==> src/design/ctmw_pkg.sv <==
// Package with modes, chip states and timing constants for the transceiver mode block.
`default_nettype none
package ctmw_pkg;
  typedef enum logic [1:0] {
    CTMW_MODE_OFF = 2'b00,
    CTMW_MODE_WAKE = 2'b01,
    CTMW_MODE_RXONLY = 2'b10,
    CTMW_MODE_NORMAL = 2'b11
  } ctmw_mode_type;
  typedef enum logic [2:0] {
    CTMW_CHIP_INIT = 3'b000,
    CTMW_CHIP_NORMAL = 3'b001,
    CTMW_CHIP_STOP = 3'b010,
    CTMW_CHIP_SLEEP = 3'b011,
    CTMW_CHIP_RESTART = 3'b100,
    CTMW_CHIP_FAILSAFE = 3'b101
  } ctmw_chip_type;
  typedef enum logic [2:0] {
    CTMW_WK_IDLE = 3'b000,
    CTMW_WK_DOM1 = 3'b001,
    CTMW_WK_REC = 3'b010,
    CTMW_WK_DOM2 = 3'b011,
    CTMW_WK_WAIT = 3'b100
  } ctmw_wake_type;
  localparam int CTMW_CLK_HZ = 10_000_000;
  localparam int CTMW_EN_TIME_NS = 20_000;
  localparam int CTMW_WAKE_MIN_NS = 500;
  localparam int CTMW_WAKE_MAX_NS = 1_800_000;
  localparam int CTMW_TXTO_NS = 2_000_000;
  localparam int CTMW_EN_CYC = (CTMW_EN_TIME_NS * (CTMW_CLK_HZ / 1_000_000) + 999) / 1000;
  localparam int CTMW_WAKE_MIN_CYC = (CTMW_WAKE_MIN_NS * (CTMW_CLK_HZ / 1_000_000) + 999) / 1000;
  localparam int CTMW_WAKE_MAX_CYC = CTMW_WAKE_MAX_NS * (CTMW_CLK_HZ / 1_000_000) / 1000;
  localparam int CTMW_TXTO_CYC = CTMW_TXTO_NS * (CTMW_CLK_HZ / 1_000_000) / 1000;
  localparam int CTMW_CNT_W = 20;
  localparam logic [1:0] CTMW_MODE_RESET = 2'h0;
endpackage
`default_nettype wire

==> src/design/ctmw_wake_if.sv <==
// Interface carrying bus level, arming and result between mode control and wake detector.
`default_nettype none
interface ctmw_wake_if;
  logic arm;
  logic bus_dom;
  logic wake;
  modport ctrl (output arm, output bus_dom, input wake);
  modport det (input arm, input bus_dom, output wake);
endinterface
`default_nettype wire

==> src/design/ctmw_wake_detect.sv <==
// Wake pattern detector: dominant, recessive, dominant phases within time window.
`default_nettype none
module ctmw_wake_detect
  import ctmw_pkg::*;
#(
  parameter int MIN_CYC = CTMW_WAKE_MIN_CYC,
  parameter int MAX_CYC = CTMW_WAKE_MAX_CYC
)
(
  input wire logic clk_in, // core clock
  input wire logic rst_in, // async reset, high
  ctmw_wake_if.det wif // bus level and result
);
  ctmw_wake_type state;
  logic [CTMW_CNT_W-1:0] cnt;
  logic ok_len;
  logic too_long;
  assign ok_len = cnt >= CTMW_CNT_W'(MIN_CYC);
  assign too_long = cnt >= CTMW_CNT_W'(MAX_CYC);

  // Phase length counter restarts on every bus level change and saturates at the limit.
  always_ff @(posedge clk_in or posedge rst_in)
  begin
    if (rst_in)
      cnt <= '0;
    else if (state == CTMW_WK_IDLE || state == CTMW_WK_WAIT)
      cnt <= '0;
    else if ((state == CTMW_WK_REC) == wif.bus_dom)
      cnt <= '0;
    else if (!too_long)
      cnt <= cnt + 1'b1;
  end

  // A phase counts only if it ended after the filter time and before the limit.
  always_ff @(posedge clk_in or posedge rst_in)
  begin
    if (rst_in)
      state <= CTMW_WK_IDLE;
    else if (!wif.arm)
      state <= CTMW_WK_IDLE;
    else
    begin
      case (state)
        CTMW_WK_IDLE:
          if (wif.bus_dom)
            state <= CTMW_WK_DOM1;
        CTMW_WK_DOM1, CTMW_WK_REC, CTMW_WK_DOM2:
          // An over-long phase is judged when it ends, so its tail cannot pass as a new phase.
          if ((state == CTMW_WK_REC) == wif.bus_dom)
          begin
            if (!ok_len || too_long)
              state <= wif.bus_dom ? CTMW_WK_DOM1 : CTMW_WK_IDLE;
            else if (state == CTMW_WK_DOM1)
              state <= CTMW_WK_REC;
            else if (state == CTMW_WK_REC)
              state <= CTMW_WK_DOM2;
            else
              state <= CTMW_WK_WAIT;
          end
        CTMW_WK_WAIT:
          state <= CTMW_WK_WAIT;
        default:
          state <= CTMW_WK_IDLE;
      endcase
    end
  end
  assign wif.wake = (state == CTMW_WK_WAIT);
endmodule
`default_nettype wire

==> src/design/ctmw_top.sv <==
// Transceiver mode control, transmit gating, enable delay, timeout and wake signalling.
// Overview of operation
// - Reset into off, bus high impedance.
// - Off mode ignores wake activity.
// - Off selectable in every chip state except fail-safe.
// - Normal entered only in chip normal; kept in stop.
// - Normal mode driver follows transmit input.
// - Dominant pending at delay end is suppressed.
// - Receive output follows differential receiver in normal and receive-only.
// - Receive-only disables driver, still receives.
// - Receive-only entered only in normal/stop.
// - Wake mode selectable in stop/sleep/restart/normal.
// - Fail-safe forces wake-capable mode.
// - Wake pulls receive low until mode change.
// - Wake needs dom-rec-dom phases within window.
// - Mode chosen by written mode field.
// - Mode reads wake-capable; rearm by toggle/stop/fail-safe.
// - Dominant timeout turns driver off, mode stays normal, flags.
// - Wake in sleep requests restart state.
`default_nettype none
module ctmw_top
  import ctmw_pkg::*;
#(
  parameter int EN_CYC = CTMW_EN_CYC,
  parameter int WAKE_MIN_CYC = CTMW_WAKE_MIN_CYC,
  parameter int WAKE_MAX_CYC = CTMW_WAKE_MAX_CYC,
  parameter int TXTO_CYC = CTMW_TXTO_CYC
)
(
  input wire logic core_clk_in, // 10 MHz core clock
  input wire logic rst_in, // async reset, high
  input wire ctmw_pkg::ctmw_chip_type chip_state_in, // chip operating state
  input wire logic [1:0] mode_wr_data_in, // requested mode field
  input wire logic mode_wr_in, // one-cycle write strobe
  input wire logic tx_bit_input_in, // transmit input, low dominant
  input wire logic bus_dom_in, // differential receiver, high dominant
  output logic [1:0] mode_out, // current mode field
  output logic drv_en_out, // bus driver drives dominant
  output logic bias_en_out, // bus biased, not high impedance
  output logic rx_out, // receive output
  output logic fault_out, // sticky dominant timeout flag
  output logic restart_req_out // pulse: wake in sleep
);
  ctmw_wake_if wif();
  ctmw_mode_type mode;
  logic [CTMW_CNT_W-1:0] en_cnt;
  logic [CTMW_CNT_W-1:0] to_cnt;
  logic enabled;
  logic tx_armed;
  logic timed_out;
  logic woken;
  logic wake_spent;
  logic rearm_block;
  ctmw_chip_type chip_prev;
  logic norm_ok;
  logic wake_ok;

  assign norm_ok = chip_state_in == CTMW_CHIP_NORMAL || chip_state_in == CTMW_CHIP_STOP;
  assign wake_ok = norm_ok || chip_state_in == CTMW_CHIP_SLEEP ||
    chip_state_in == CTMW_CHIP_RESTART;

  ctmw_wake_detect #(
    .MIN_CYC(WAKE_MIN_CYC),
    .MAX_CYC(WAKE_MAX_CYC)
  ) u_wake (
    .clk_in(core_clk_in),
    .rst_in(rst_in),
    .wif(wif.det)
  );
  assign wif.bus_dom = bus_dom_in;
  assign wif.arm = (mode == CTMW_MODE_WAKE) && !wake_spent && !rearm_block;

  // Mode field: writes are checked against chip state; fail-safe forces wake.
  always_ff @(posedge core_clk_in or posedge rst_in)
  begin
    if (rst_in)
      mode <= ctmw_mode_type'(CTMW_MODE_RESET);
    else if (chip_state_in == CTMW_CHIP_FAILSAFE)
      mode <= CTMW_MODE_WAKE;
    else if (mode_wr_in)
    begin
      case (mode_wr_data_in)
        CTMW_MODE_OFF:
          mode <= CTMW_MODE_OFF;
        CTMW_MODE_WAKE:
          if (wake_ok)
            mode <= CTMW_MODE_WAKE;
        CTMW_MODE_RXONLY:
          if (norm_ok)
            mode <= CTMW_MODE_RXONLY;
        CTMW_MODE_NORMAL:
          if (chip_state_in == CTMW_CHIP_NORMAL)
            mode <= CTMW_MODE_NORMAL;
        default:
          mode <= mode;
      endcase
    end
    else if (!norm_ok && (mode == CTMW_MODE_NORMAL || mode == CTMW_MODE_RXONLY))
      mode <= CTMW_MODE_WAKE;
  end

  // Wake latch; mode stays wake-capable and only a mode change clears it.
  always_ff @(posedge core_clk_in or posedge rst_in)
  begin
    if (rst_in)
      woken <= 1'b0;
    else if (mode != CTMW_MODE_WAKE)
      woken <= 1'b0;
    else if (wif.wake)
      woken <= 1'b1;
  end

  // Detector lockout after a wake. It is kept apart from the receive latch so that a
  // stop or fail-safe entry rearms detection while the receive output stays low.
  always_ff @(posedge core_clk_in or posedge rst_in)
  begin
    if (rst_in)
      wake_spent <= 1'b0;
    else if (wif.wake && mode == CTMW_MODE_WAKE)
      wake_spent <= 1'b1;
    else if (mode != CTMW_MODE_WAKE || rearm_block)
      wake_spent <= 1'b0;
  end

  // Rearm: a stop or fail-safe entry clears the detector, which then restarts.
  always_ff @(posedge core_clk_in or posedge rst_in)
  begin
    if (rst_in)
    begin
      chip_prev <= CTMW_CHIP_INIT;
      rearm_block <= 1'b0;
    end
    else
    begin
      chip_prev <= chip_state_in;
      rearm_block <= chip_state_in != chip_prev && (chip_state_in == CTMW_CHIP_STOP ||
        chip_state_in == CTMW_CHIP_FAILSAFE);
    end
  end

  // Enable delay after entering normal, then wait for a recessive transmit input.
  always_ff @(posedge core_clk_in or posedge rst_in)
  begin
    if (rst_in)
    begin
      en_cnt <= '0;
      enabled <= 1'b0;
      tx_armed <= 1'b0;
    end
    else if (mode != CTMW_MODE_NORMAL)
    begin
      en_cnt <= '0;
      enabled <= 1'b0;
      tx_armed <= 1'b0;
    end
    else
    begin
      if (!enabled)
      begin
        en_cnt <= en_cnt + 1'b1;
        enabled <= en_cnt >= CTMW_CNT_W'(EN_CYC - 1);
      end
      if (enabled && tx_bit_input_in)
        tx_armed <= 1'b1;
    end
  end

  // Dominant timeout: driver off until input released; flag is sticky.
  always_ff @(posedge core_clk_in or posedge rst_in)
  begin
    if (rst_in)
    begin
      to_cnt <= '0;
      timed_out <= 1'b0;
    end
    else if (mode != CTMW_MODE_NORMAL || tx_bit_input_in)
    begin
      to_cnt <= '0;
      timed_out <= 1'b0;
    end
    else if (to_cnt >= CTMW_CNT_W'(TXTO_CYC))
      timed_out <= 1'b1;
    else
      to_cnt <= to_cnt + 1'b1;
  end

  // Registered outputs.
  always_ff @(posedge core_clk_in or posedge rst_in)
  begin
    if (rst_in)
    begin
      mode_out <= CTMW_MODE_RESET;
      drv_en_out <= 1'b0;
      bias_en_out <= 1'b0;
      rx_out <= 1'b1;
      fault_out <= 1'b0;
      restart_req_out <= 1'b0;
    end
    else
    begin
      mode_out <= mode;
      drv_en_out <= mode == CTMW_MODE_NORMAL && tx_armed && !timed_out &&
        !tx_bit_input_in;
      bias_en_out <= mode == CTMW_MODE_NORMAL || mode == CTMW_MODE_RXONLY;
      if (mode == CTMW_MODE_NORMAL || mode == CTMW_MODE_RXONLY)
        rx_out <= !bus_dom_in;
      else
        rx_out <= !(mode == CTMW_MODE_WAKE && woken);
      if (timed_out)
        fault_out <= 1'b1;
      restart_req_out <= wif.wake && !wake_spent && chip_state_in == CTMW_CHIP_SLEEP;
    end
  end
endmodule
`default_nettype wire

==> config.mk <==
export PLATFORM = sky130hd
export DESIGN_NAME = ctmw_top
export DESIGN_NICKNAME = d
export VERILOG_FILES = /design/src/design/ctmw_pkg.sv /design/src/design/ctmw_wake_if.sv /design/src/design/ctmw_wake_detect.sv /design/src/design/ctmw_top.sv
export SDC_FILE = /design/constraint.sdc
export NUM_CORES = 1
export LEC_CHECK = 0
export BUFFER_PORTS_ARGS = -buffer_cell sky130_fd_sc_hd__buf_2
export CAP_MARGIN = 10
export CELL_PAD_IN_SITES_DETAIL_PLACEMENT = 1
export CELL_PAD_IN_SITES_GLOBAL_PLACEMENT = 1
export CORE_MARGIN = 2
export CORE_UTILIZATION = 52
export DETAILED_ROUTE_END_ITERATION = 10
export PLACE_DENSITY = 0.95
export SYNTH_ARGS = -nofsm -noshare
export SYNTH_HDL_FRONTEND = slang
export SYNTH_SLANG_ARGS = --single-unit
==> constraint.sdc <==
create_clock -name core_clk_in -period 3.7 [get_ports core_clk_in]
set_input_delay 0.37 -clock core_clk_in [delete_from_list [all_inputs] [get_ports core_clk_in]]
set_output_delay 0.37 -clock core_clk_in [all_outputs]
set_load 0.03 [all_outputs]
==> qor.csv <==
metric,value,unit
place_hpwl,6310,um
cts.sinks,81,
holdWs,0.166,ns
fin_nets,434,
synth_simple_gate_area_share,24.4,%
gp_congestion,0.821,
portBuffers,16,
path_cells,"or3_1, a2111oi_4, nand4_1, or3_1, a21oi_1",
grt_max_degree,52,
boundaryPins,17,
syn_to_final_growth,8.60,%
synth_edf_count,0,
antenna_cells,0,
viasPerCell,5.86,
synth_xor_xnor_area_share,8.64,%
synth_top_family_by_area,simple AND/OR/NAND/NOR gates,
synthDistinctLibCells,50,
synthAdderAreaFrac,2.21,%
drv_cap,0,
seq_area_frac_synth,51.3,%
critPathMaxFanout,14,
finalMaxSlewViolations,0,
cp-end-kind,register,
ys_ff_latch,81,
synth-main-ff-cell,dfrtp_1,
cts_max_level,3,
drt_iter0_drc,132,
cts.path.max_buffers,2,
die_w,91.2,um
final_cell_mix,"dfrtp_1, nor2_1, nand2_1, xor2_1",
drcViolationCount,0,
ir_worst_vdd,0.000320,V
ant_nets,0,
async_reset_ff_share,100,%
post_cts_buffers,0,
hold_class,in -> async,
post-route-period-util,66.1,%
max_slew_margin,40.9,%
post_cts_resized,0,
crit_required,3.97,ns
setup_viol,0,
synth_compound_area_share,9.65,%
cts_buffers,9,
cp_slowest_cell,a2111oi_4,
netlist_area,3960,sq um
core_region_area,7290,sq um
drt-total-wl,9170,um
tns,0,ns
cts_hold_buf,0,
detail_route.wl_per_cell,17.6,um
hold_viol_final,0,
layout_setup_ws,1.25,ns
rsz0062_at_grt,no,
grt_pass1_wl,15700,um
worstSetupStartpointType,register,
dpl_cell_area,4130,sq um
avgSynthCellArea,9.89,sq um
path_clk_slew,0.08,ns
drtPass1Iterations,5,
fin_skew,0.00733,ns
clock_latency,0.35,ns
place_worst_setup_slack,1.26,ns
grt_pass1_vias,3330,
fin_area,4300,sq um
start_util,54.2,%
worstSetupPathType,reg -> reg,
min_period,2.45,ns
cts_tree,built,
synth_fp_nets,417,
fmax,409,MHz
antenna_found_initial,0,
ys.warnings.count,0,
status,completed,
grt_overflow,0,
synthMuxAreaShare,0.791,%
layout_commonest_cell,dfrtp_1,
total_power,1610,uW
cpMostUsedCell,or3_1,
p_leak,0.00187,uW
die_h,91.2,um
num_rows,31,
synthCells,400,
clockRootBuffer,clkbuf_8,
drive_gt1_share,11.1,%
tightest_slew,0.886,ns
dieArea,8320,sq um
track_usage,23.7,%
critPathArrivalTime,2.72,ns
powerDensity,376,nW/um^2
vias,3051,
cp_slowest_stage_delay,0.76,ns
-- registers in the layout (all words and copies together), names as in the netlist, 2 cells and up --
register	count
mode_out	2
u_wake.state	3
mode	2
en_cnt	20
to_cnt	20
u_wake.cnt	20
chip_prev	3
-- per-stage QoR --
stage	util [%]	std cells
after floorplan	-	400
after global placement	56.7	505
after detailed placement	56.7	505
after CTS	58.9	521
after global routing	58.9	521
final	58.9	521
-- cell usage after synthesis, types with 3 or more instances --
master | n | area share [%]
dfrtp_1 | 80 | 51
nor2_1 | 63 | 6.0
nand2_1 | 24 | 2.3
xor2_1 | 23 | 5.1
inv_1 | 19 | 1.8
nand4_1 | 18 | 2.8
xnor2_1 | 16 | 3.5
a21oi_1 | 15 | 1.9
nand3_1 | 14 | 1.8
clkbuf_1 | 12 | 1.1
and3_1 | 10 | 1.6
and2_1 | 9 | 1.4
nor2b_1 | 8 | 1.3
ha_1 | 7 | 2.2
nor4_1 | 7 | 1.1
o21ai_0 | 7 | 0.89
nor3_1 | 6 | 0.76
or4_1 | 5 | 0.95
a2111oi_0 | 4 | 0.89
and4_1 | 4 | 0.89
nand2b_1 | 4 | 0.63
or2_2 | 4 | 0.63
or3_1 | 4 | 0.63
a211oi_1 | 3 | 0.57
o211ai_1 | 3 | 0.57
-- metal layers --
layer | vias up | wire length, um | share of wire [%] | global-route usage, %
met5 | - | 0 | 0 | 0
li1 | 1426 | - | - | -
met1 | 1561 | 4040 | 44 | 28.4
met2 | 45 | 4740 | 52 | 42.6
met3 | 19 | 224 | 2.4 | 4.73
met4 | 0 | 159 | 1.7 | 8.08
-- cells by family (layout without fill, tap and decap cells) --
kind of cell,after synthesis,after routing
muxes,3,3
buffers and inverters,32,54
adders and majority gates,7,7
xor gates and xnor gates,39,39
and+or+nand+nor,187,187
AOI/OAI and AO/OA,51,51
DFF,81,81
-- area by class of cell --
type	count	area, sq um
multi-input cells	287	1810
well taps	99	124
fillers	841	3000
clock inverters	6	35.0
repair buffers	19	103
clock buffers	10	128
inverters	19	72.6
flip-flops and latches	81	2030
-- path summary, 6_finish.rpt --
path / slack (ns) / end / depth (start not counted) / startpoint
worst max-delay path: 1.25 / u_wake.cnt[11]$_DFFE_PP0P_ / 5 / u_wake.cnt[19]$_DFFE_PP0P_
worst min-delay path: 0.17 / en_cnt[15]$_DFFE_PP0P_ / 2 / rst_in
worst max register to register: 1.25 / u_wake.cnt[11]$_DFFE_PP0P_ / 5 / u_wake.cnt[19]$_DFFE_PP0P_
worst min register to register: 0.48 / fault_out$_DFFE_PP0P_ / 1 / fault_out$_DFFE_PP0P_
max in group asynchronous: 2.57 / rx_out$_DFF_PP1_ / 3 / rst_in
min in group core_clk_in: 0.22 / chip_prev[2]$_DFF_PP0_ / 1 / chip_state_in[2]
-- worst max-delay path, delay by kind of cell, from the launching register on --
kind            cells  cell delay, ns
flops               1            0.37
simple gates        3            1.08
compound gates      2            0.92
-- power breakdown --
| part | leakage [uW] | switching [uW] | internal, uW | total [uW] |
|---|---|---|---|---|
| combinational | 0.000684 | 93.6 | 38.1 | 132 |
| clock | 0.0000818 | 320 | 239 | 559 |
| sequential | 0.00111 | 18.2 | 904 | 922 |
No activity file was read; power rests on OpenSTA's default activity.
